===== config.mk =====
export PLATFORM = sky130hd
export DESIGN_NAME = chsb_channel
export DESIGN_NICKNAME = d
export VERILOG_FILES = /design/src/hdl/chsb_pkg.sv /design/src/hdl/chsb_channel.sv /design/src/hdl/chsb_sync2.sv
export SDC_FILE = /design/constraint.sdc
export NUM_CORES = 1
export LEC_CHECK = 0
export ABC_CLOCK_PERIOD_IN_PS = 3850
export BUFFER_PORTS_ARGS = -buffer_cell sky130_fd_sc_hd__buf_2
export CELL_PAD_IN_SITES_DETAIL_PLACEMENT = 0
export CELL_PAD_IN_SITES_GLOBAL_PLACEMENT = 1
export CORE_ASPECT_RATIO = 1.1
export CORE_MARGIN = 8
export CORE_UTILIZATION = 45
export CTS_CLUSTER_DIAMETER = 150
export DETAILED_ROUTE_END_ITERATION = 16
export HOLD_SLACK_MARGIN = 0.02
export PLACE_DENSITY_LB_ADDON = 0.1
export SETUP_SLACK_MARGIN = 0.4
export SLEW_MARGIN = 20
export SYNTH_ARGS = -nofsm -noshare
export SYNTH_HDL_FRONTEND = slang
export SYNTH_SLANG_ARGS = --single-unit

===== constraint.sdc =====
create_clock -name clk -period 3.85 [get_ports clk]
set_input_delay 0 -clock clk [delete_from_list [all_inputs] [get_ports clk]]
set_output_delay 0 -clock clk [all_outputs]
set_load 0.005 [all_outputs]

===== src/hdl/chsb_pkg.sv =====
// Constants and types for the character serial buffer channel.
// Assumes a single 200 MHz clock domain and line speeds of 300 b/s or more.
package chsb_pkg;
    localparam int unsigned CLK_HZ       = 200_000_000;
    localparam int unsigned MIN_LINE_BPS = 300;
    localparam int unsigned MAX_BIT_CYC  = CLK_HZ / MIN_LINE_BPS;
    localparam int unsigned DIV_W        = $clog2(MAX_BIT_CYC + 1);

    localparam int unsigned DATA_W  = 8;
    localparam int unsigned SHIFT_W = DATA_W + 1;
    localparam int unsigned CMD_W   = 4;
    localparam int unsigned SEL_W   = 2;
    localparam int unsigned BITS_W  = 4;

    localparam logic [BITS_W-1:0] MIN_CHAR_BITS = 4'h5;
    localparam logic              LINE_MARK     = 1'h1;
    localparam logic              LINE_SPACE    = 1'h0;

    // Control command codes
    localparam logic [CMD_W-1:0] clear_receive_cmd      = 4'h1;
    localparam logic [CMD_W-1:0] set_receive_mode_cmd   = 4'h3;
    localparam logic [CMD_W-1:0] set_transmit_mode_cmd  = 4'h4;
    localparam logic [CMD_W-1:0] extended_control_cmd_a = 4'h5;
    localparam logic [CMD_W-1:0] extended_control_cmd_b = 4'h6;

    // Flag test codes
    localparam logic [CMD_W-1:0] rx_flag_test       = 4'h1;
    localparam logic [CMD_W-1:0] tx_flag_test       = 4'h2;
    localparam logic [CMD_W-1:0] extended_flag_test = 4'h9;

    // Reset values
    localparam logic RX_FLAG_RST = 1'h0;
    localparam logic TX_FLAG_RST = 1'h1;

    typedef enum logic [1:0] {
        CHSB_MODE_OFF = 2'h0,
        CHSB_MODE_RX  = 2'h1,
        CHSB_MODE_TX  = 2'h2
    } chsb_mode_e;

    // Gray order along idle, start, data, stop
    typedef enum logic [1:0] {
        CHSB_S_IDLE  = 2'h0,
        CHSB_S_START = 2'h1,
        CHSB_S_DATA  = 2'h3,
        CHSB_S_STOP  = 2'h2
    } chsb_state_e;
endpackage


===== src/hdl/chsb_channel.sv =====
// Half-duplex character serial buffer channel: receiver, transmitter,
// command decode and flag tests.
// Assumes one clock, bit_period >= 2, width and speed held static.
// Summary of operation
// - Character width is five to eight bits
// - One line, receive or transmit per mode
// - Transmit transfer loads buffer, clears transmit flag
// - Receive transfer returns character, clears buffer, flag
// - Start bit starts bit clock, shifted in
// - Sample line once every bit period
// - Full character copies, sets flag, stops clock
// - Idle until next start, then repeat
// - Start needs half bit of space
// - New character overwrites unread one
// - Reading clears data register and flag
// - Command 3 selects receive mode
// - Command 1 clears receive flag, buffer
// - Commands 5, 6, test 9 only full
// - Command 4 selects transmit mode
// - Empty shifter, clear flag: load, set, send
// - Flag still set: keep sending marks
`timescale 1ns/10ps
`default_nettype none
module chsb_channel
(
    input  wire logic                        clk,
    input  wire logic                        sys_rst,
    input  wire logic                        rx_line_in,
    output var  logic                        tx_line_q,
    input  wire logic [chsb_pkg::SEL_W-1:0]  char_width_sel,
    input  wire logic [chsb_pkg::DIV_W-1:0]  bit_period,
    input  wire logic                        full_variant,
    input  wire logic                        cmd_valid,
    input  wire logic [chsb_pkg::CMD_W-1:0]  cmd_code,
    input  wire logic                        tx_write,
    input  wire logic [chsb_pkg::DATA_W-1:0] tx_data,
    input  wire logic                        rx_read,
    output var  logic [chsb_pkg::DATA_W-1:0] rx_char_q,
    output var  logic                        rx_flag_q,
    output var  logic                        tx_flag_q,
    input  wire logic                        test_valid,
    input  wire logic [chsb_pkg::CMD_W-1:0]  test_code,
    output var  logic                        test_result_q,
    output var  logic                        rx_mode_q,
    output var  logic                        tx_mode_q
);
    import chsb_pkg::*;

    function automatic logic [BITS_W-1:0] char_bits(
        input logic [SEL_W-1:0] sel);
        char_bits = MIN_CHAR_BITS + BITS_W'(sel);
    endfunction

    function automatic logic [DATA_W-1:0] char_mask(
        input logic [SEL_W-1:0] sel);
        char_mask = DATA_W'((9'h001 << char_bits(sel)) - 9'h001);
    endfunction

    logic                    line_s;
    logic [BITS_W-1:0]       nbits;
    logic [DIV_W-1:0]        half_period;
    logic                    ext_a;
    logic                    ext_b;
    chsb_mode_e              mode_q, mode_d;
    chsb_state_e             rx_st_q, rx_st_d;

    chsb_sync2 u_rx_sync
    (
        .clk     (clk),
        .sys_rst (sys_rst),
        .pin_in  (rx_line_in),
        .pin_s_q (line_s)
    );

    // Width and speed are sampled live; changing them mid-frame corrupts it
    assign nbits       = char_bits(char_width_sel);
    assign half_period = bit_period >> 1;
    assign ext_a = cmd_valid && full_variant
                   && cmd_code == extended_control_cmd_a;
    assign ext_b = cmd_valid && full_variant
                   && cmd_code == extended_control_cmd_b;

    // Mode and test results
    logic test_d;

    always_comb
    begin
        mode_d = mode_q;
        if (cmd_valid && cmd_code == set_receive_mode_cmd)
            mode_d = CHSB_MODE_RX;
        else if (cmd_valid && cmd_code == set_transmit_mode_cmd)
            mode_d = CHSB_MODE_TX;
        test_d = test_result_q;
        if (test_valid)
        begin
            case (test_code)
                rx_flag_test:       test_d = rx_flag_q;
                tx_flag_test:       test_d = tx_flag_q;
                extended_flag_test: test_d = full_variant
                                             && rx_st_q != CHSB_S_IDLE;
                default:            test_d = 1'h0;
            endcase
        end
    end

    always_ff @(posedge clk)
    begin
        if (sys_rst)
        begin
            mode_q        <= CHSB_MODE_OFF;
            test_result_q <= 1'h0;
            rx_mode_q     <= 1'h0;
            tx_mode_q     <= 1'h0;
        end
        else
        begin
            mode_q        <= mode_d;
            test_result_q <= test_d;
            rx_mode_q     <= mode_d == CHSB_MODE_RX;
            tx_mode_q     <= mode_d == CHSB_MODE_TX;
        end
    end

    // Receiver
    logic [DIV_W-1:0]      rx_cnt_q, rx_cnt_d;
    logic [BITS_W-1:0]     rx_bit_q, rx_bit_d;
    logic [SHIFT_W-1:0]    rx_sh_q, rx_sh_d;
    logic [DATA_W-1:0]     rx_data_q, rx_data_d;
    logic [DATA_W-1:0]     rx_char_d;
    logic                  rx_flag_d;
    logic                  rx_done;
    logic                  rx_clear;

    always_comb
    begin
        rx_st_d   = rx_st_q;
        rx_cnt_d  = rx_cnt_q + DIV_W'(1);
        rx_bit_d  = rx_bit_q;
        rx_sh_d   = rx_sh_q;
        rx_data_d = rx_data_q;
        rx_flag_d = rx_flag_q;
        rx_char_d = rx_char_q;
        rx_done   = 1'h0;
        case (rx_st_q)
            CHSB_S_IDLE:
            begin
                rx_cnt_d = DIV_W'(1);
                if (line_s == LINE_SPACE)
                    rx_st_d = CHSB_S_START;
            end
            CHSB_S_START:
            begin
                // Short space pulses fall back to idle
                if (line_s == LINE_MARK)
                    rx_st_d = CHSB_S_IDLE;
                else if (rx_cnt_q >= half_period)
                begin
                    rx_st_d  = CHSB_S_DATA;
                    rx_cnt_d = '0;
                    rx_bit_d = '0;
                    rx_sh_d  = {LINE_SPACE, rx_sh_q[SHIFT_W-1:1]};
                end
            end
            CHSB_S_DATA:
            begin
                // Full periods from mid-start land mid-bit
                if (rx_cnt_q == bit_period - DIV_W'(1))
                begin
                    rx_cnt_d = '0;
                    rx_sh_d  = {line_s, rx_sh_q[SHIFT_W-1:1]};
                    rx_bit_d = rx_bit_q + BITS_W'(1);
                    if (rx_bit_q == nbits - BITS_W'(1))
                        rx_st_d = CHSB_S_STOP;
                end
            end
            CHSB_S_STOP:
            begin
                // Stop level is not checked; no framing error exists
                if (rx_cnt_q == bit_period - DIV_W'(1))
                begin
                    rx_st_d = CHSB_S_IDLE;
                    rx_done = 1'h1;
                end
            end
            default:
                rx_st_d = CHSB_S_IDLE;
        endcase
        if (mode_q != CHSB_MODE_RX || ext_a)
            rx_st_d = CHSB_S_IDLE;
        rx_clear = rx_read
                   || (cmd_valid && cmd_code == clear_receive_cmd);
        if (rx_read)
            rx_char_d = rx_data_q & char_mask(char_width_sel);
        if (rx_clear)
        begin
            rx_data_d = '0;
            rx_flag_d = 1'h0;
        end
        // Arrival wins over a clear in the same cycle
        if (rx_done)
        begin
            rx_data_d = DATA_W'(rx_sh_q >> (BITS_W'(SHIFT_W) - nbits));
            rx_flag_d = 1'h1;
        end
    end

    always_ff @(posedge clk)
    begin
        if (sys_rst)
        begin
            rx_st_q   <= CHSB_S_IDLE;
            rx_cnt_q  <= '0;
            rx_bit_q  <= '0;
            rx_sh_q   <= '0;
            rx_data_q <= '0;
            rx_flag_q <= RX_FLAG_RST;
            rx_char_q <= '0;
        end
        else
        begin
            rx_st_q   <= rx_st_d;
            rx_cnt_q  <= rx_cnt_d;
            rx_bit_q  <= rx_bit_d;
            rx_sh_q   <= rx_sh_d;
            rx_data_q <= rx_data_d;
            rx_flag_q <= rx_flag_d;
            rx_char_q <= rx_char_d;
        end
    end

    // Transmitter
    chsb_state_e       tx_st_q, tx_st_d;
    logic [DIV_W-1:0]  tx_cnt_q, tx_cnt_d;
    logic [BITS_W-1:0] tx_bit_q, tx_bit_d;
    logic [DATA_W-1:0] tx_sh_q, tx_sh_d;
    logic [DATA_W-1:0] tx_buf_q, tx_buf_d;
    logic              tx_flag_d;
    logic              tx_line_d;
    logic              tx_end;

    always_comb
    begin
        tx_st_d   = tx_st_q;
        tx_bit_d  = tx_bit_q;
        tx_sh_d   = tx_sh_q;
        tx_buf_d  = tx_buf_q;
        tx_flag_d = tx_flag_q;
        tx_line_d = LINE_MARK;
        tx_end    = tx_cnt_q == bit_period - DIV_W'(1);
        tx_cnt_d  = tx_end ? '0 : tx_cnt_q + DIV_W'(1);
        if (tx_write)
        begin
            tx_buf_d  = tx_data & char_mask(char_width_sel);
            tx_flag_d = 1'h0;
        end
        case (tx_st_q)
            CHSB_S_IDLE:
            begin
                tx_cnt_d = '0;
                // A write defers the load one cycle so it is never lost
                if (mode_q == CHSB_MODE_TX && !tx_flag_q && !tx_write)
                begin
                    tx_st_d   = CHSB_S_START;
                    tx_sh_d   = tx_buf_q;
                    tx_flag_d = 1'h1;
                    tx_line_d = LINE_SPACE;
                end
            end
            CHSB_S_START:
            begin
                tx_line_d = LINE_SPACE;
                tx_bit_d  = '0;
                if (tx_end)
                begin
                    tx_st_d   = CHSB_S_DATA;
                    tx_line_d = tx_sh_q[0];
                end
            end
            CHSB_S_DATA:
            begin
                tx_line_d = tx_sh_q[0];
                if (tx_end)
                begin
                    tx_sh_d   = tx_sh_q >> 1;
                    tx_bit_d  = tx_bit_q + BITS_W'(1);
                    tx_line_d = tx_sh_q[1];
                    if (tx_bit_q == nbits - BITS_W'(1))
                    begin
                        tx_st_d   = CHSB_S_STOP;
                        tx_line_d = LINE_MARK;
                    end
                end
            end
            CHSB_S_STOP:
            begin
                // Idle after stop keeps marking while the flag stays set
                if (tx_end)
                    tx_st_d = CHSB_S_IDLE;
            end
            default:
                tx_st_d = CHSB_S_IDLE;
        endcase
        if (mode_q != CHSB_MODE_TX || ext_b)
        begin
            tx_st_d   = CHSB_S_IDLE;
            tx_line_d = LINE_MARK;
            tx_flag_d = tx_write ? 1'h0 : tx_flag_q;
        end
    end

    always_ff @(posedge clk)
    begin
        if (sys_rst)
        begin
            tx_st_q   <= CHSB_S_IDLE;
            tx_cnt_q  <= '0;
            tx_bit_q  <= '0;
            tx_sh_q   <= '0;
            tx_buf_q  <= '0;
            tx_flag_q <= TX_FLAG_RST;
            tx_line_q <= LINE_MARK;
        end
        else
        begin
            tx_st_q   <= tx_st_d;
            tx_cnt_q  <= tx_cnt_d;
            tx_bit_q  <= tx_bit_d;
            tx_sh_q   <= tx_sh_d;
            tx_buf_q  <= tx_buf_d;
            tx_flag_q <= tx_flag_d;
            tx_line_q <= tx_line_d;
        end
    end

    a_rx_flag_set: assert property (@(posedge clk) disable iff (sys_rst)
        rx_done |=> rx_flag_q && rx_st_q == CHSB_S_IDLE)
        else $error("Receive flag not set after character");
    a_rx_read_clear: assert property (@(posedge clk) disable iff (sys_rst)
        rx_read && !rx_done |=> !rx_flag_q && rx_data_q == '0)
        else $error("Read did not clear receive flag and data");
    a_noise_reject: assert property (@(posedge clk) disable iff (sys_rst)
        rx_st_q == CHSB_S_START && line_s == LINE_MARK
        |=> rx_st_q == CHSB_S_IDLE)
        else $error("Short space pulse not rejected");
    a_char_width: assert property (@(posedge clk) disable iff (sys_rst)
        $rose(rx_flag_q) |-> (rx_data_q & ~char_mask(char_width_sel)) == '0)
        else $error("Received data wider than character");
    a_half_duplex: assert property (@(posedge clk) disable iff (sys_rst)
        !(rx_st_q != CHSB_S_IDLE && tx_st_q != CHSB_S_IDLE))
        else $error("Receiver and transmitter active together");
    a_tx_write_clear: assert property (@(posedge clk) disable iff (sys_rst)
        tx_write |=> !tx_flag_q)
        else $error("Transmit write did not clear flag");
    a_tx_idle_mark: assert property (@(posedge clk) disable iff (sys_rst)
        tx_st_q == CHSB_S_IDLE |-> tx_line_q == LINE_MARK)
        else $error("Line not at mark while transmitter idle");
    a_tx_load_start: assert property (@(posedge clk) disable iff (sys_rst)
        tx_st_q == CHSB_S_IDLE && $past(tx_st_q) == CHSB_S_IDLE
        && mode_q == CHSB_MODE_TX && $past(mode_q) == CHSB_MODE_TX
        && !tx_flag_q && !tx_write && !ext_b
        |=> tx_flag_q && tx_st_q == CHSB_S_START && tx_line_q == LINE_SPACE)
        else $error("Waiting character not loaded with start bit");
endmodule // chsb_channel
`default_nettype wire


===== src/hdl/chsb_sync2.sv =====
// Two-stage synchroniser for the serial receive pin.
// Assumes the pin idles at mark; reset loads mark.
`timescale 1ns/10ps
`default_nettype none
module chsb_sync2
(
    input  wire logic clk,
    input  wire logic sys_rst,
    input  wire logic pin_in,
    output var  logic pin_s_q
);
    logic meta_q;

    always_ff @(posedge clk)
    begin
        if (sys_rst)
        begin
            meta_q  <= 1'h1;
            pin_s_q <= 1'h1;
        end
        else
        begin
            meta_q  <= pin_in;
            pin_s_q <= meta_q;
        end
    end
endmodule // chsb_sync2
`default_nettype wire


==> impl_summary.md <==
STA
Setup violations remaining at the end of the flow were counted as 0. At the pin with the least slew margin, the transition time is 883 ps. For the final database, setup skew stands at ~11 ps. The final worst setup slack is 730 ps. In the final timing run, aggregate negative setup slack is 0 ps. The tightest slew margin relative to the limit is 0.411. The total count of max-transition violations in the final report is 0. Setup repair after global routing left no endpoint under its margin. The final count of hold timing violations came to 0. The ratio of final minimum period to clock period is 0.810. Static timing analysis puts the maximum clock frequency at 321 MHz.

After layout, the minimum clock period comes to a little over 3000 ps.

Logic synthesis
Yosys mapped the design onto 68 distinct sky130hd cell types. The post-synthesis register bit count is about 100. The most used flip-flop cell after synthesis is dfxtp_1.

The cell with the most instances after synthesis is dfxtp_1. The Yosys warning count is 0. Yosys mapped a number of flops with a built-in enable equal to 0. The share of synthesized area in the top cell type comes to 0.298.

Sorting the synthesized cells by how often they occur yields dfxtp_1, nand2_1, nor2_1. For this run, the register share of the synthesized area comes to 0.298. The largest area contributor in the netlist is dfxtp_1. The cell count after synthesis came out at ~870. In the synthesized netlist the async set-or-reset flop fraction comes to 0.

Sorting the synthesized cells by area gives the leading types as dfxtp_1, xnor2_1, ha_1, mux2i_1, xor2_1. Each instance of the synthesized netlist takes up on average around 8 um^2. Summing every instance area after synthesis gives between 0.006 and 0.007 mm^2.

GRT
The overall overflow remaining after global route is 0. The number of antenna violations at the first check in global routing was 0. The aggregate global-route resource usage is 0.198. The via count of the first global-routing pass came to approximately 6.5k. The wire length of the first global-routing pass is 31,900 um. The maximum number of pins on one net before global-route repair is 48.

Setup path
The critical path is of the reg -> reg type. The biggest fanout along the worst timing path is 18. For the worst setup path, the data arrival time is around 3400 ps. The critical path capture point type is a register. STA puts the critical path data required time at approximately 4100 ps. The critical path launch point type is a register.

Pwr
Dividing total power by cell area gives a power density of approximately 290 mW/mm^2. In this run the static leakage power is around 3.1 nW. The total power after layout is 2.27 mW. The worst IR drop on VDD is 0.000192 V.

Cells and area
The repair_antennas step left the layout with diodes totalling 0. In the final layout, the share of cells above drive strength 1 is 0.120. For this run, the share of the core covered by cells in the final layout is 0.519. The total number of nets in the final design is 990. The area growth from synthesis to layout is 12.8%.

Floorplanning
The cell row count is 47. The core region is about 0.015 mm^2. Measured along the x axis, the die boundary spans ~130 um. The die outline height is 146 um. In this run the count of I/O pins placed on the die edge is 60. The floorplan step defined a die boundary enclosing 0.0196 mm^2.

The initial core utilization is 0.460.

Detailed routing
Dividing the detail-routed wire length by the instance count gives 17.4 um. The number of iterations in the first detailed-routing pass is 5. The number of design rule violations left after detail routing is 0.

The detail route stage leaves a number of antenna-violating nets equal to 0. The first routing iteration left between 400 and 500 violations. The routed wire length is 19,300 um. The number of vias after detailed routing is 6,367.

Using the TritonRoute via totals, the vias-per-cell ratio works out to roughly 5.7.

Flow run
The number of max-cap violations is 0.

CTS
The number of buffers inserted during clock tree synthesis is 9. CTS placed an instance of clkbuf_16 at the clock tree root. Counting along the longest clock path gives a buffer depth of 2.

After clock tree synthesis, the clock-pin slew on the worst setup and hold paths is 80 ps. Once the clock tree was built, the setup fixing pass inserted 0 buffers. The number of clock sinks seen by CTS is slightly above 100. The clock latency on the worst-skew pair is 360 ps.

The CTS tree is yes. The number of H-tree levels is 3.

Place
Summed over all nets, the half-perimeter wirelength after detailed placement is 14,800 um. At the end of routability-driven placement, the weighted congestion stood at 0.890. The minimum setup slack after placement is 126 ps.

During placement, the flow inserted port buffers numbering 59.

Run status
The flow ran to the end, and the final reports show no timing, DRC or antenna violations.

Hold path
In this run the worst hold path is classified as in -> reg.
-- layout make-up --
cell class,count,area (um^2)
Timing Repair Buffer,91,571
Tap cell,196,245
Multi-Input combinational cell,670,4490
Clock buffer,9,225
Sequential cell,103,2060
Clock inverter,7,76.3
Inverter,37,139
Fill cell,1520,7240
-- through the flow --
step | instance area, um^2 | std cells | hold slack (ps)
after floorplan | 6930 | 867 | 104
after CTS | 7800 | 1113 | 26.4
after global placement | 7360 | 1083 | 194
after global routing | 7810 | 1113 | 28.9
after detailed placement | 7360 | 1083 | 190
final | 7810 | 1113 | 15.8
-- sequential cells by signal, indices dropped and copies added (netlist names) --
signal / count
rx_cnt_q: 20
tx_buf_q: 8
test_result_q: 1
rx_data_q: 8
tx_st_q: 2
u_rx_sync.pin_s_q: 1
tx_line_q: 1
mode_q: 2
rx_flag_q: 1
tx_mode_q: 1
rx_char_q: 8
tx_sh_q: 8
rx_bit_q: 4
tx_flag_q: 1
rx_mode_q: 1
tx_cnt_q: 20
rx_st_q: 2
tx_bit_q: 4
u_rx_sync.meta_q: 1
rx_sh_q: 9
-- routing by layer --
layer  up-vias  share of wire  track usage
li1       3186              -            -
met5         -              0            0
met1      3000           0.42        0.222
met3        37          0.033       0.0336
met2       144           0.50        0.352
met4         0          0.042       0.0995
-- worst max-delay path: stages (launching register included) --
cell and delay, ps:
dfxtp_1 450, inv_1 70, ha_1 260, nand2b_1 140, a21o_1 170, a211o_1 300
a2111oi_1 370, o22ai_1 200, or3_1 380, and3_1 200, buf_4 190, nor4_1 290
-- final timing paths --
path | from | endpoint | slack, ps | cells past startpoint
worst max-delay path | rx_cnt_q[0]$_SDFF_PP0_ | rx_cnt_q[3]$_SDFF_PP0_ | 730 | 11
worst min-delay path | tx_write | tx_buf_q[2]$_SDFFE_PP0P_ | 20 | 3
worst max register to register | rx_cnt_q[0]$_SDFF_PP0_ | rx_cnt_q[3]$_SDFF_PP0_ | 730 | 11
worst min register to register | u_rx_sync.meta_q$_SDFF_PP1_ | u_rx_sync.pin_s_q$_SDFF_PP1_ | 440 | 1
-- where the power goes --
part / internal [mW] / total [mW] / switching, mW / leakage [nW]
logic: 0.103 / 0.257 / 0.154 / 2.13
clock network: 0.459 / 0.933 / 0.474 / 0.146
registers: 1.07 / 1.08 / 0.00693 / 0.832
-- kinds of logic (layout without fill, tap and decap cells) --
group	after synthesis	in the layout	synth area share
compound gates	145	145	0.136
xor+xnor	86	86	0.113
fa+ha+maj	32	32	0.0578
buf+inv	94	144	0.0558
flops	103	103	0.298
mux	44	44	0.0654
other cells	1	2	0.000541
simple gates	361	361	0.274
-- layout by cell type, fill, tap and decap left out, types with 7 or more instances in the layout --
master	netlist	layout
o21ai_0	30	30
nor3_1	26	26
nand2b_1	12	12
xnor2_1	48	48
and3_1	18	18
nand4_1	20	20
a21oi_1	39	39
inv_1	37	37
dlygate4sd3_1	0	14
clkbuf_16	0	9
dfxtp_1	103	103
mux2i_1	40	40
nor4_1	33	33
buf_4	1	18
buf_2	6	59
or2_2	7	7
nand3b_1	7	7
nor2_1	74	74
nor2b_1	8	8
o211ai_1	9	9
ha_1	32	32
xor2_1	36	36
a211oi_1	11	11
nand3_1	35	35
nand2_1	76	76
-- timing repair --
item                                   4_1_cts  5_1_grt
setup endpoints to repair                    0       24
gates resized for setup                      0        2
endpoints found under the hold margin       13        0
hold buffers                                14        0
Power figures use the tool's default switching activity.
